### src/hdl/opdec_defines.svh
// Purpose: timing counts, opcode values and field positions for the opcode decoder
// Assumes: one CLK_SYS cycle stands for one processor clock state
// Notes:   definitions only
`ifndef OPDEC_DEFINES_SVH
`define OPDEC_DEFINES_SVH

// clock-state counts per instruction form
`define CYC_RET_FALSE 5'h06
`define CYC_RET_TRUE  5'h0c
`define CYC_RET_UNC   5'h0a
`define CYC_RESTART   5'h0c
`define CYC_PORT      5'h0a
`define CYC_INC_REG   5'h04
`define CYC_INC_MEM   5'h0a
`define CYC_PAIR      5'h06
`define CYC_DAD_HL    5'h0a
`define CYC_ALU_REG   5'h04
`define CYC_ALU_MEM   5'h07
`define CYC_ALU_IMM   5'h07
`define CYC_OTHER     5'h04

// fixed opcodes
`define OP_RET_UNC    8'hc9
`define OP_ADD_IMM    8'hc6
`define OP_ADC_IMM    8'hce
`define OP_SUB_IMM    8'hd6
`define OP_PORT_IN    8'hdb
`define OP_PORT_OUT   8'hd3
`define OP_MASK_SET   8'h30
`define OP_MASK_READ  8'h20

// selector codes and flag positions
`define SEL_MEM       3'h6
`define FLAG_Z        0
`define FLAG_C        1
`define FLAG_P        2
`define FLAG_S        3

// accumulator fields of the mask instructions
`define ACC_CLR75_BIT 4
`define ACC_MSE_BIT   3
`define MASK_RESET    3'h7

`endif

### src/hdl/opdec_pkg.sv
// Purpose: types shared by the opcode decoder files
// Assumes: nothing
// Notes:   numbers live in opdec_defines.svh
package opdec_pkg;

  // decoded instruction classes
  typedef enum logic [4:0] {
    CLS_OTHER, CLS_RETURN_UNCOND, CLS_RETURN_COND, CLS_RESTART,
    CLS_PORT_IN, CLS_PORT_OUT, CLS_INC_REG, CLS_DEC_REG,
    CLS_INC_PAIR, CLS_DEC_PAIR, CLS_DOUBLE_ADD_HL,
    CLS_ADD, CLS_ADC, CLS_SUB, CLS_SUB_BORROW,
    CLS_ADD_IMM, CLS_ADC_IMM, CLS_SUB_IMM,
    CLS_MASK_SET, CLS_MASK_READ
  } instr_class_t;

  // one decoded opcode
  typedef struct packed {
    instr_class_t cls;
    logic [4:0]   cycles;
    logic [2:0]   src;
    logic [2:0]   dst;
    logic [1:0]   pair;
    logic         cond_true;
    logic         mem;
    logic         imm;
    logic         keep_flags;
    logic         carry_in;
  } decode_t;

endpackage

### src/hdl/seq_if.sv
// Purpose: start and progress of one instruction's clock-state count
// Assumes: single clock domain
// Notes:   ctl side loads a length, cnt side counts it down
`timescale 1ns/1ps
interface seq_if;
  logic       start;
  logic [4:0] length;
  logic       busy;
  logic       done;

  modport ctl (output start, output length, input busy, input done);
  modport cnt (input start, input length, output busy, output done);
endinterface

### src/hdl/seq_counter.sv
// Purpose: counts the clock states of the instruction in progress
// Assumes: length is never zero when start is high
// Notes:   done marks the last busy cycle; a new start may land on it
`timescale 1ns/1ps
module seq_counter (
  input wire logic clk,
  input wire logic rst_n,
  seq_if.cnt       seq
);
  logic [4:0] cnt_r;

  // load on start, then count down to idle
  always_ff @(posedge clk or negedge rst_n) begin
    if (!rst_n) begin
      cnt_r <= 5'h00;
    end else if (seq.start) begin
      cnt_r <= seq.length;
    end else if (cnt_r != 5'h00) begin
      cnt_r <= cnt_r - 5'h01;
    end
  end

  // progress flags
  assign seq.busy = (cnt_r != 5'h00);
  assign seq.done = (cnt_r == 5'h01);
endmodule

### src/hdl/pin_sync2.sv
// Purpose: two-flop synchroniser for pin levels
// Assumes: inputs are slow levels from outside the clock domain
// Notes:   only the second flop is visible
`timescale 1ns/1ps
module pin_sync2 #(
  parameter int W = 1
) (
  input  wire logic         clk,
  input  wire logic         rst_n,
  input  wire logic [W-1:0] d,
  output logic      [W-1:0] q
);
  logic [W-1:0] meta_r;
  logic [W-1:0] q_r;

  // two stages, cleared at reset
  always_ff @(posedge clk or negedge rst_n) begin
    if (!rst_n) begin
      meta_r <= '0;
      q_r    <= '0;
    end else begin
      meta_r <= d;
      q_r    <= meta_r;
    end
  end

  assign q = q_r;
endmodule

### src/hdl/cpu_opcode_decode_arith_ctl.sv
// Purpose: decodes return, restart, port, inc/dec, add, subtract and mask opcodes
// Assumes: OP_BYTE, ACC_IN, FLAGS_IN, IE_IN come from logic on CLK_SYS
// Notes:   INT_PIN is asynchronous and synchronised here
// Contract
// - conditional return lasts 6 states if false, 12 if taken
// - conditional return is 11CCC000 with eight flag conditions
// - three-bit selectors: B C D E H L memory A, codes 0 to 7
// - pair increment 00PP0011, pairs BC DE HL SP, 6 states, flags kept
// - pair decrement 00PP1011, same pairs, 6 states
// - 00PP1001 adds pair into HL in 10 states
// - add and add-with-carry register forms take 4 states
// - add forms with source 110 read memory at HL, 7 states
// - add immediate and with carry fetch a byte, 7 states
// - subtract and with-borrow register forms take 4 states
// - subtract forms with source 110 use memory at HL, 7 states
// - subtract immediate fetches next byte, 7 states
// - mask-set instruction updates mask logic from accumulator
// - bit 4 clears 7.5 latch, bit 3 enables loading bits 2..0
// - mask-read returns pendings 6..4, enable bit 3, masks 2..0
`timescale 1ns/1ps
`include "opdec_defines.svh"
module cpu_opcode_decode_arith_ctl
  import opdec_pkg::*;
(
  input  wire logic        CLK_SYS,
  input  wire logic        RSTN,
  input  wire logic        OP_VALID,
  input  wire logic [7:0]  OP_BYTE,
  input  wire logic [7:0]  ACC_IN,
  input  wire logic [3:0]  FLAGS_IN,
  input  wire logic        IE_IN,
  input  wire logic [2:0]  INT_PIN,
  output logic             OP_READY,
  output logic             BUSY,
  output logic             INSTR_DONE,
  output logic [4:0]       INSTR_CLASS,
  output logic [4:0]       CYCLES,
  output logic [2:0]       SRC_SEL,
  output logic [2:0]       DST_SEL,
  output logic [1:0]       PAIR_SEL,
  output logic             COND_TAKEN,
  output logic             MEM_OPERAND,
  output logic             NEEDS_IMM,
  output logic             KEEP_FLAGS,
  output logic             USE_CARRY,
  output logic [15:0]      RST_VECTOR,
  output logic [7:0]       RIM_DATA,
  output logic [2:0]       INT_MASK,
  output logic [2:0]       INT_PEND
);

  seq_if       seq ();
  decode_t     dec_c;
  decode_t     dec_r;
  logic        take;
  logic [15:0] rst_vec_r;
  logic [2:0]  mask_r;
  logic        latch75_r;
  logic        prev75_r;
  logic        rise75;
  logic [2:0]  pin_q;
  logic [7:0]  rim_r;
  logic [2:0]  pend;

  // combinational decode of one opcode byte
  function automatic decode_t decode_op(input logic [7:0] op, input logic [3:0] fl);
    decode_t d;
    logic    f;
    d        = '0;
    d.cls    = CLS_OTHER;
    d.cycles = `CYC_OTHER;
    d.src    = op[2:0];
    d.dst    = op[5:3];
    d.pair   = op[5:4];
    case (op[5:4])
      2'h0:    f = fl[`FLAG_Z];
      2'h1:    f = fl[`FLAG_C];
      2'h2:    f = fl[`FLAG_P];
      default: f = fl[`FLAG_S];
    endcase
    casez (op)
      `OP_RET_UNC: begin
        d.cls    = CLS_RETURN_UNCOND;
        d.cycles = `CYC_RET_UNC;
      end
      8'b11??_?000: begin
        d.cls       = CLS_RETURN_COND;
        d.cond_true = op[3] ? f : !f;
        d.cycles    = d.cond_true ? `CYC_RET_TRUE : `CYC_RET_FALSE;
      end
      8'b11??_?111: begin
        d.cls    = CLS_RESTART;
        d.cycles = `CYC_RESTART;
      end
      `OP_PORT_IN, `OP_PORT_OUT: begin
        d.cls    = (op == `OP_PORT_IN) ? CLS_PORT_IN : CLS_PORT_OUT;
        d.cycles = `CYC_PORT;
        d.imm    = 1'b1;
      end
      `OP_MASK_SET: begin
        d.cls = CLS_MASK_SET;
      end
      `OP_MASK_READ: begin
        d.cls = CLS_MASK_READ;
      end
      8'b00??_?10?: begin
        d.cls    = op[0] ? CLS_DEC_REG : CLS_INC_REG;
        d.mem    = (op[5:3] == `SEL_MEM);
        d.cycles = d.mem ? `CYC_INC_MEM : `CYC_INC_REG;
      end
      8'b00??_0011: begin
        d.cls        = CLS_INC_PAIR;
        d.cycles     = `CYC_PAIR;
        d.keep_flags = 1'b1;
      end
      8'b00??_1011: begin
        d.cls        = CLS_DEC_PAIR;
        d.cycles     = `CYC_PAIR;
        d.keep_flags = 1'b1;
      end
      8'b00??_1001: begin
        d.cls    = CLS_DOUBLE_ADD_HL;
        d.cycles = `CYC_DAD_HL;
      end
      8'b1000_????: begin
        d.cls      = op[3] ? CLS_ADC : CLS_ADD;
        d.carry_in = op[3];
        d.mem      = (op[2:0] == `SEL_MEM);
        d.cycles   = d.mem ? `CYC_ALU_MEM : `CYC_ALU_REG;
      end
      8'b1001_????: begin
        d.cls      = op[3] ? CLS_SUB_BORROW : CLS_SUB;
        d.carry_in = op[3];
        d.mem      = (op[2:0] == `SEL_MEM);
        d.cycles   = d.mem ? `CYC_ALU_MEM : `CYC_ALU_REG;
      end
      `OP_ADD_IMM, `OP_ADC_IMM: begin
        d.cls      = op[3] ? CLS_ADC_IMM : CLS_ADD_IMM;
        d.carry_in = op[3];
        d.imm      = 1'b1;
        d.cycles   = `CYC_ALU_IMM;
      end
      `OP_SUB_IMM: begin
        d.cls    = CLS_SUB_IMM;
        d.imm    = 1'b1;
        d.cycles = `CYC_ALU_IMM;
      end
      default: d.cls = CLS_OTHER;
    endcase
    return d;
  endfunction

  assign dec_c = decode_op(OP_BYTE, FLAGS_IN);

  // handshake: accept when idle or in the last state of the current one
  assign OP_READY   = !seq.busy || seq.done;
  assign take       = OP_VALID && OP_READY;
  assign seq.start  = take;
  assign seq.length = dec_c.cycles;
  assign BUSY       = seq.busy;
  assign INSTR_DONE = seq.done;

  seq_counter u_seq (
    .clk   (CLK_SYS),
    .rst_n (RSTN),
    .seq   (seq.cnt)
  );

  // interrupt pins: [2] level 7.5, [1] level 6.5, [0] level 5.5
  pin_sync2 #(.W(3)) u_pin_sync (
    .clk   (CLK_SYS),
    .rst_n (RSTN),
    .d     (INT_PIN),
    .q     (pin_q)
  );

  // hold the decode of the instruction in progress
  always_ff @(posedge CLK_SYS or negedge RSTN) begin
    if (!RSTN) begin
      dec_r     <= '0;
      rst_vec_r <= 16'h0000;
    end else if (take) begin
      dec_r     <= dec_c;
      // restart target is field times eight
      rst_vec_r <= {10'h000, OP_BYTE[5:3], 3'h0};
    end
  end

  // masks load only with the enable bit set
  always_ff @(posedge CLK_SYS or negedge RSTN) begin
    if (!RSTN) begin
      mask_r <= `MASK_RESET;
    end else if (take && dec_c.cls == CLS_MASK_SET && ACC_IN[`ACC_MSE_BIT]) begin
      mask_r <= ACC_IN[2:0];
    end
  end

  // level 7.5 edge latch, a new edge wins over the clear
  assign rise75 = pin_q[2] && !prev75_r;
  always_ff @(posedge CLK_SYS or negedge RSTN) begin
    if (!RSTN) begin
      prev75_r  <= 1'b0;
      latch75_r <= 1'b0;
    end else begin
      prev75_r <= pin_q[2];
      if (rise75) begin
        latch75_r <= 1'b1;
      // accumulator bit 4 clears the latch
      end else if (take && dec_c.cls == CLS_MASK_SET && ACC_IN[`ACC_CLR75_BIT]) begin
        latch75_r <= 1'b0;
      end
    end
  end

  assign pend = {latch75_r, pin_q[1], pin_q[0]};

  // status image for the mask-read instruction
  always_ff @(posedge CLK_SYS or negedge RSTN) begin
    if (!RSTN) begin
      rim_r <= 8'h00;
    end else if (take && dec_c.cls == CLS_MASK_READ) begin
      rim_r <= {1'b0, pend, IE_IN, mask_r};
    end
  end

  // outputs from registers
  assign INSTR_CLASS = dec_r.cls;
  assign CYCLES      = dec_r.cycles;
  assign SRC_SEL     = dec_r.src;
  assign DST_SEL     = dec_r.dst;
  assign PAIR_SEL    = dec_r.pair;
  assign COND_TAKEN  = dec_r.cond_true;
  assign MEM_OPERAND = dec_r.mem;
  assign NEEDS_IMM   = dec_r.imm;
  assign KEEP_FLAGS  = dec_r.keep_flags;
  assign USE_CARRY   = dec_r.carry_in;
  assign RST_VECTOR  = rst_vec_r;
  assign RIM_DATA    = rim_r;
  assign INT_MASK    = mask_r;
  assign INT_PEND    = pend;

  // helper: busy states counted since the last accepted opcode
  logic [4:0] since_r;
  always_ff @(posedge CLK_SYS or negedge RSTN) begin
    if (!RSTN) begin
      since_r <= 5'h00;
    end else if (take) begin
      since_r <= 5'h01;
    end else if (seq.busy) begin
      since_r <= since_r + 5'h01;
    end
  end
endmodule

### config.mk
export PLATFORM = sky130hd
export DESIGN_NAME = cpu_opcode_decode_arith_ctl
export DESIGN_NICKNAME = d
export VERILOG_FILES = /design/src/hdl/opdec_pkg.sv /design/src/hdl/seq_if.sv /design/src/hdl/seq_counter.sv /design/src/hdl/pin_sync2.sv /design/src/hdl/cpu_opcode_decode_arith_ctl.sv
export VERILOG_INCLUDE_DIRS = /design/src /design/src/hdl
export SDC_FILE = /design/constraint.sdc
export NUM_CORES = 1
export LEC_CHECK = 0
export BUFFER_PORTS_ARGS = -buffer_cell sky130_fd_sc_hd__buf_2
export CAP_MARGIN = 10
export CORE_ASPECT_RATIO = 1.2
export CORE_MARGIN = 8
export CORE_UTILIZATION = 45
export DETAILED_ROUTE_END_ITERATION = 12
export PLACE_DENSITY = 0.75
export SYNTH_ARGS = -nofsm -noshare
export SYNTH_HDL_FRONTEND = slang
export SYNTH_SLANG_ARGS = --single-unit
### constraint.sdc
create_clock -name CLK_SYS -period 4.3 [get_ports CLK_SYS]
set_input_delay 0.43 -clock CLK_SYS [delete_from_list [all_inputs] [get_ports CLK_SYS]]
set_output_delay 0.43 -clock CLK_SYS [all_outputs]
set_load 0.01 [all_outputs]
# --- Yosys cells after proc, flatten, opt, wreduce, memory -nomap -nowiden ---
# Index checks and enable logic that the tools add are counted.
totals:
  reg_bits: 46
  in_bits: 27
  out_inout_bits: 56
  wordCells: 84
op_classes:
  n_addsub: 1
  eq_ne: 23
  n_mux: 21
  reduce_logical: 22
op_table:
  columns: ["cell", "n"]
  rows:
  - ["$pmux W5 S14", 1]
  - ["$eq A8 B8 Y1 const B", 6]
  - ["$pmux W4 S7", 1]
  - ["$eq A5 B5 Y1 const B", 4]
  - ["$eq A8 B6 Y1 const B", 2]
  - ["$mux W5", 3]
  - ["$eq A6 B4 Y1 const B", 2]
  - ["$mux W1", 9]
  - ["$eq A4 B4 Y1 const B", 2]
  - ["$mux W4", 2]
  - ["$reduce_or A2 Y1", 4]
  - ["$reduce_or A4 Y1", 2]
  - ["$eq A3 B3 Y1 const B", 2]
  - ["$eq A6 B2 Y1 const B", 1]
  - ["$logic_and A1 B1 Y1", 6]
  - ["$eq A5 B1 Y1 const B", 1]
  - ["$reduce_bool A5 Y1", 1]
  - ["$reduce_or A5 Y1", 1]
  - ["$sub A5 B1 Y5 const B", 1]
  - ["$eq A4 B2 Y1 const B", 1]
  - ["$mux W2", 2]
  - ["$reduce_bool A2 Y1", 2]
  - ["$logic_not A1 Y1", 3]
  - ["$mux W3", 1]
  - ["7 further kinds", 7]

# --- Depth between registers and ports, before layout ---
# Gate-level depths: netlist of the first run.
logic_depth:
  ltp_word: 8
  depth_mapped: 8
  ltp_nobuf: 7

# --- By module ---
# A second synthesis of the first run with hierarchy kept.
unflattened:
  hier_cells: 242
  hier_area_um2: 2422.3
modules_own_cells:
  columns: ["module", "instances", "cells_each", "area_each_um2", "seq_area_each_um2"]
  rows:
  - ["cpu_opcode_decode_arith_ctl", 1, 204, 1969.4, 804.5]
  - ["seq_counter", 1, 32, 302.8, 125.1]
  - ["pin_sync2", 1, 6, 150.1, 150.1]

# --- Worst setup path before layout of the first run ---
# No wires, ideal clock.
synth_path:
  path_type: "input port to flip-flop"
  start: "input OP_BYTE[6]"
  end: "register rim_r[0], in the netlist RIM_DATA[0]"
  setup_time_ns: 0.125
  t_arrival_ns: 1.891
  required_time_ns: 4.175
  setup_slack_ns: 2.283
  stages: 8
  n_path_buf: 2
  cell_sequence: "buf_6 -> nor3_2 -> nand3_1 -> a21oi_2 -> a21boi_4 -> nor2b_2 -> buf_6 -> mux2_4"
synth_via:
  elab_chain_cells: 5
  word_cells_on_any_way: 22
  cone_classes: "17 x eq/ne; 2 x mux; 3 x reduce/logical"
synth_rtl:
  columns: ["item", "line", "rtl"]
  rows:
  - ["start, declared", "cpu_opcode_decode_arith_ctl.sv:28", "input wire logic [7:0] OP_BYTE,"]
  - ["$eq A8 B8 Y1", "cpu_opcode_decode_arith_ctl.sv:81", "casez (op)"]
  - ["$mux W1, or another cell as far along", "cpu_opcode_decode_arith_ctl.sv:96", "d.cls = (op == `OP_PORT_IN) ? CLS_PORT_IN : CLS_PORT_OUT;"]
  - ["$pmux W5 S14 (*)", "cpu_opcode_decode_arith_ctl.sv:81", null]
  - ["$eq A5 B5 Y1 (*)", "cpu_opcode_decode_arith_ctl.sv:221", "end else if (take && dec_c.cls == CLS_MASK_READ) begin"]
  - ["$logic_and A1 B1 Y1 (*)", "cpu_opcode_decode_arith_ctl.sv:221", null]
  - ["end signal, assigned", "cpu_opcode_decode_arith_ctl.sv:222", "rim_r <= {1'b0, pend, IE_IN, mask_r};"]
  - ["end, declared", "cpu_opcode_decode_arith_ctl.sv:62", "logic [7:0] rim_r;"]
# Mark *: on every way between the ends. The rest lies on a longest branch, timed or not.
# A chain may end at the register's enable or synchronous reset.

# --- Final worst setup path of the first run ---
layout_path:
  start: "register u_seq.cnt_r[0]"
  end: "register rim_r[5], in the netlist RIM_DATA[5]"
layout_via:
  elab_chain_cells: 5
  word_cells_on_any_way: 6
  cone_classes: "1 x eq/ne; 5 x reduce/logical"
layout_rtl:
  columns: ["item", "line", "rtl"]
  rows:
  - ["start, declared", "seq_counter.sv:10", "logic [4:0] cnt_r;"]
  - ["start signal, assigned", "seq_counter.sv:17", "cnt_r <= seq.length;"]
  - ["start signal, assigned", "seq_counter.sv:19", "cnt_r <= cnt_r - 5'h01;"]
  - ["$reduce_bool A5 Y1", "seq_counter.sv:24", "assign seq.busy = (cnt_r != 5'h00);"]
  - ["$logic_not A1 Y1", "cpu_opcode_decode_arith_ctl.sv:156", "assign OP_READY = !seq.busy || seq.done;"]
  - ["$logic_or A1 B1 Y1 (*)", "cpu_opcode_decode_arith_ctl.sv:156", null]
  - ["$logic_and A1 B1 Y1 (*)", "cpu_opcode_decode_arith_ctl.sv:157", "assign take = OP_VALID && OP_READY;"]
  - ["$logic_and A1 B1 Y1 (*)", "cpu_opcode_decode_arith_ctl.sv:221", null]
# Marked as above.

==> results.json, run 1 <==
{
  "finalSetupViolCount": 0,
  "post_cts_buffers": 0,
  "reg2regPathDepth": 7,
  "synth_top_cell_area_share": 0.4215,
  "end_kind": "flip-flop",
  "first_pass_iters": 4,
  "fmax_mhz": 430.1,
  "avgSynthCellArea_um2": 10.24,
  "antennaDiodeCount": 0,
  "crit_end": "RIM_DATA[5]",
  "grt_pass1_vias": 1722,
  "start_util": 0.4577,
  "max_cap_violations": 0,
  "synth-edff-count": 0,
  "cts_root_buf": "clkbuf_8",
  "clockBufferDepth": 2,
  "cts_resized": 0,
  "cts_buffers": 5,
  "timing_worst_setup_path_type": "reg2reg",
  "worstHoldPathCells": 1,
  "hold_violations": 0,
  "grt_pass1_wl_um": 8321,
  "worst_slew_pin_slew_ns": 0.9318,
  "grt_setup_unrepaired": "false",
  "startpoint": "u_seq.cnt_r[0]",
  "mostFrequentLayoutCells": "64 x buf_2, 42 x nand2_1, 40 x dfrtp_1",
  "cts_tree": "done",
  "antenna_found_initial": 0,
  "vias_per_cell": 5.014,
  "area_delta_synth_final_pct": 14.23,
  "vias": 1735,
  "port_buffers": 64,
  "fin_crit_sh": 0.5408,
  "routabilityCongestion": 0.8871,
  "synth_area_um2": 2375,
  "yosysWarnings": 0,
  "r2r-start": "u_seq.cnt_r[0]",
  "ctsHoldBuffers": 0,
  "run_status": "complete, no violations",
  "cpPeakStageDelay_ns": 0.49,
  "wl_per_cell_um": 15.20,
  "dp.cells": 338,
  "start_kind": "flip-flop",
  "grt.total_usage": 0.1347,
  "timing.critical_path.arrival_ns": 2.50,
  "drt_iter0_drc": 71,
  "cts-htree-levels": 2,
  "synth_top_cell_by_area": "dfrtp_1",
  "synth_ff_type": "dfrtp_1",
  "synthTopCellsByArea": "dfrtp_1 42%, buf_4 7.9%, nand2_1 6.6%",
  "hold_start": "INT_PIN[2]",
  "drive_gt1_frac": 0.3521,
  "synth.distinct_cells": 58,
  "die_y_um": 95.58,
  "worstSkewPairLatency_ns": 0.28,
  "rows": 29,
  "p_per_area_nw_per_um2": 502.1,
  "fin_setup_tns_ns": 0,
  "finalNonFillerCells": 346,
  "p_leak_uw": 0.001391,
  "seq_area_frac_synth": 0.4547,
  "ys_ff_latch": 43,
  "slew_headroom": 0.3788,
  "slowest_stage": "nor2b_2",
  "ff2ff_setup_slack_ns": 1.97,
  "syn_inst": 232,
  "grt_overflow": 0,
  "ys_async_sr_fraction": 1.000,
  "fin_nets": 312,
  "hold_class": "in2reg",
  "grt_max_degree": 44,
  "critPathMaxFanout": 7,
  "dieArea_um2": 7868,
  "critical_path.cell_chain": "inv_1, ha_1, o211ai_2, a21oi_2, a21boi_4, nor2b_2, mux2_4",
  "die_w_um": 82.32,
  "drc_errors": 0,
  "period_needed_ns": 2.325,
  "core_area_um2": 5189,
  "routed_wl_um": 5258,
  "ant_nets": 0,
  "timing.rr.end": "RIM_DATA[5]",
  "final-max-slew-violation-count": 0,
  "fin_skew_ns": 0.006119,
  "dp_hpwl_um": 4133,
  "nFillCells": 478,
  "cts_sinks": 43,
  "vdd_drop_max_mv": 0.2269,
  "mostFrequentLayoutCell": "buf_2",
  "io_pins": 83,
  "clk_pin_slew_ns": 0.08,
  "required_ns": 4.47
}
-- sequential cells by signal, indices dropped and copies added, names as in the netlist, 2 cells and up --
signal,cells
CYCLES,4
INSTR_CLASS,5
INT_MASK,3
PAIR_SEL,2
RIM_DATA,7
SRC_SEL,3
u_pin_sync.meta_r,3
u_pin_sync.q,3
u_seq.cnt_r,5
-- where the power goes --
part	internal (uW)	switching, uW	total (uW)
Clock	232	128	360
Combinational	186	258	444
Sequential	495	62.3	558
-- layer usage --
layer  vias up  track usage  part of all wire
li1        859            -                 -
met1       808       0.1689              0.42
met2        64       0.2237              0.48
met3         4      0.02358             0.085
met4         0      0.04985             0.011
met5         -            0                 0
-- worst max-delay path: cells and delay by family, from the launching register on --
kind,cells,cell delay (ns)
mux,1,0.35
flops,1,0.41
fa+ha+maj,1,0.30
buf+inv,1,0.12
simple gates,1,0.49
compound gates,3,0.56
-- cells in the mapped netlist, types with 3 or more instances --
master / instances
nand2_1: 42
a21o_1: 3
and2b_1: 3
buf_4: 25
buf_2: 4
o21ai_0: 12
mux2_1: 3
buf_6: 3
mux2_4: 7
nor3_1: 5
a21oi_1: 5
nor2_1: 11
clkbuf_1: 3
dfrtp_1: 40
xnor2_1: 3
dfstp_2: 3
inv_1: 5
nand3_1: 6
-- final cells by class --
| class | instances | area [um^2] | area share |
|---|---|---|---|
| inverters | 5 | 18.77 | 0.006919 |
| clock inverters | 2 | 60.06 | 0.02214 |
| clock buffers | 6 | 72.57 | 0.02675 |
| multi-input cells | 163 | 1076 | 0.3967 |
| flip-flops and latches | 43 | 1080 | 0.3981 |
| repair buffers | 65 | 327.8 | 0.1208 |
| well taps | 62 | 77.57 | 0.02860 |
-- logic make-up (layout without fill, tap and decap cells) --
kind of cell               after synthesis  after routing  synth area share
other                                    1             15          0.001579
and+or+nand+nor                         88             88            0.1965
DFF                                     43             43            0.4547
muxes                                   12             12           0.07218
buffers and inverters                   40             78            0.1143
adders and majority gates                2              2           0.01054
xor gates and xnor gates                 5              5           0.01844
AOI/OAI and AO/OA                       41             41            0.1317
-- worst min-delay path by stage --
stage	endpoint	slack [ns]
after floorplan	COND_TAKEN	0.13
after global placement	u_pin_sync.q[2]	0.33
after detailed placement	u_pin_sync.q[2]	0.34
after CTS	u_pin_sync.meta_r[2]	0.24
after global routing	u_pin_sync.meta_r[2]	0.23
final	u_pin_sync.meta_r[2]	0.25
-- metrics by stage --
stage	total power [uW]	setup WS (ns)	area [um^2]	hold WS [ns]	utilization
detailed placement	1015	1.698	2580	0.3413	0.4972
global route	1447	1.830	2713	0.2349	0.5228
floorplan	882.9	2.283	2427	0.1344	-
finish	1362	1.975	2713	0.2473	0.5228
global placement	1004	1.697	2580	0.3317	0.4972
CTS	1380	1.965	2713	0.2406	0.5228
Power figures use the tool's default switching activity.
==> inputs of run 2 (changes only) <==
==> constraint.sdc (replaced) <==
create_clock -name CLK_SYS -period 2.3 [get_ports CLK_SYS]
set_input_delay 0.23 -clock CLK_SYS [delete_from_list [all_inputs] [get_ports CLK_SYS]]
set_output_delay 0.23 -clock CLK_SYS [all_outputs]
set_load 0.01 [all_outputs]
==> run 2 against run 1 <==
  * Largest power group unchanged
  * Sequential share of layout area is 0.51 points lower
  * Critical endpoint is now RIM_DATA[0]
  * Clock power grew 88%
  * Wire length decreased by 1.4%
  * Register-to-register slack got worse by 1.8 ns
  * Worst hold slack got worse by 0.20 ns
  * Maximum frequency is 11% higher
  * Sequential power rose by 88%
  * Total power is 88% higher
==> results.json, run 2 (synthesis results as in run 1) <==
{
  "die_y_um": 95.58,
  "fin_skew_ns": 0.001633,
  "seq_area_um2": 1080,
  "antennaDiodeCount": 0,
  "run_status": "complete, no violations",
  "drt_iter0_drc": 104,
  "largest_reg_flops": 7,
  "port_buffers": 64,
  "start_kind": "flip-flop",
  "cts_tree": "done",
  "nFillCells": 458,
  "max_cap_violations": 0,
  "period_needed_ns": 2.103,
  "antenna_found_initial": 0,
  "grt_pass1_vias": 1754,
  "timing_worst_setup_path_type": "reg2reg",
  "die_w_um": 82.32,
  "mostFrequentLayoutCell": "buf_2",
  "fmax_mhz": 475.4,
  "routabilityCongestion": 0.9302,
  "grt.total_usage": 0.1318,
  "vdd_drop_max_mv": 0.3428,
  "critPathMaxFanout": 7,
  "clk_pin_slew_ns": 0.08,
  "ant_nets": 0,
  "core_area_um2": 5189,
  "worst_slew_pin_slew_ns": 0.9412,
  "cts_buffers": 5,
  "grt_max_degree": 44,
  "grt_setup_unrepaired": "false",
  "timing.critical_path.arrival_ns": 2.28,
  "dp_hpwl_um": 4051,
  "final-max-slew-violation-count": 0,
  "multi_input_area_um2": 1076,
  "fin_crit_sh": 0.9145,
  "rows": 29,
  "fin_nets": 315,
  "end_kind": "flip-flop",
  "cts_root_buf": "clkbuf_8",
  "ctsHoldBuffers": 0,
  "p_per_area_nw_per_um2": 930.2,
  "vias_per_cell": 5.132,
  "p_leak_uw": 0.001409,
  "worstSkewPairLatency_ns": 0.29,
  "post-route-util": 0.5295,
  "drive_gt1_frac": 0.3589,
  "fin_setup_tns_ns": 0,
  "vias": 1791,
  "dieArea_um2": 7868,
  "finalNonFillerCells": 349,
  "wl_per_cell_um": 14.85,
  "post_cts_buffers": 0,
  "area_delta_synth_final_pct": 15.70,
  "clockBufferDepth": 2,
  "finalSetupViolCount": 0,
  "io_pins": 83,
  "first_pass_iters": 5,
  "drc_errors": 0,
  "cts-htree-levels": 2,
  "cts_sinks": 43,
  "dp.cells": 341,
  "cts_resized": 0,
  "start_util": 0.4577,
  "mostFrequentLayoutCells": "64 x buf_2, 42 x nand2_1, 40 x dfrtp_1",
  "grt_pass1_wl_um": 8224,
  "routed_wl_um": 5183,
  "hold_class": "in2reg",
  "grt_overflow": 0,
  "slew_headroom": 0.3725,
  "required_ns": 2.48,
  "hold_violations": 0
}
run 2: path summary, 6_finish.rpt:
check / cells past startpoint / slack [ns] / startpoint / to
max in group asynchronous: 1 / 1.63 / RSTN / RIM_DATA[3]
setup reg to reg: 8 / 0.20 / u_seq.cnt_r[0] / RIM_DATA[0]
hold / removal: 1 / 0.04 / INT_PIN[2] / u_pin_sync.meta_r[2]
hold reg to reg: 0 / 0.35 / u_pin_sync.meta_r[1] / u_pin_sync.q[1]
min in group asynchronous: 1 / 0.09 / RSTN / u_seq.cnt_r[0]
setup / recovery: 8 / 0.20 / u_seq.cnt_r[0] / RIM_DATA[0]
run 2: critical path: stages, from the launching register on:
cell      delay (ns)
dfrtp_1         0.41
inv_1           0.11
ha_1            0.31
o211ai_2        0.15
a21oi_2         0.15
a21boi_4        0.21
nor2b_2         0.20
buf_12          0.14
mux2_4          0.30
run 2: layer usage:
layer | share of wire | vias to the layer above | GRT usage
met3 | 0.10 | 9 | 0.03302
li1 | - | 867 | -
met4 | 0.017 | 0 | 0.05425
met1 | 0.42 | 833 | 0.1597
met2 | 0.46 | 82 | 0.2158
met5 | 0 | - | 0
run 2: report_power, final:
group / leakage [uW] / internal (uW) / switching, uW
logic: 0.000801 / 355 / 480
clock network: 0.0000654 / 434 / 243
registers: 0.000542 / 926 / 119
run 2: stage by stage:
| step | hold slack, ns | power [uW] | worst slack [ns] | instance area, um^2 |
|---|---|---|---|---|
| after floorplan | -0.06559 | 1651 | 0.3741 | 2427 |
| after global routing | 0.03091 | 2732 | 0.07700 | 2748 |
| after detailed placement | 0.3356 | 1907 | 0.2005 | 2615 |
| after global placement | 0.3323 | 1880 | 0.2262 | 2615 |
| final | 0.04333 | 2556 | 0.1966 | 2748 |
| after CTS | 0.03548 | 2591 | 0.1733 | 2748 |
run 2: final cells by class:
| cell class | count | area share |
|---|---|---|
| clock buffer | 6 | 0.02641 |
| clock inverter | 2 | 0.02186 |
| inverter | 5 | 0.006831 |
| multi-input combinational | 163 | 0.3916 |
| sequential | 43 | 0.3930 |
| tap | 62 | 0.02823 |
| timing repair buffer | 68 | 0.1321 |
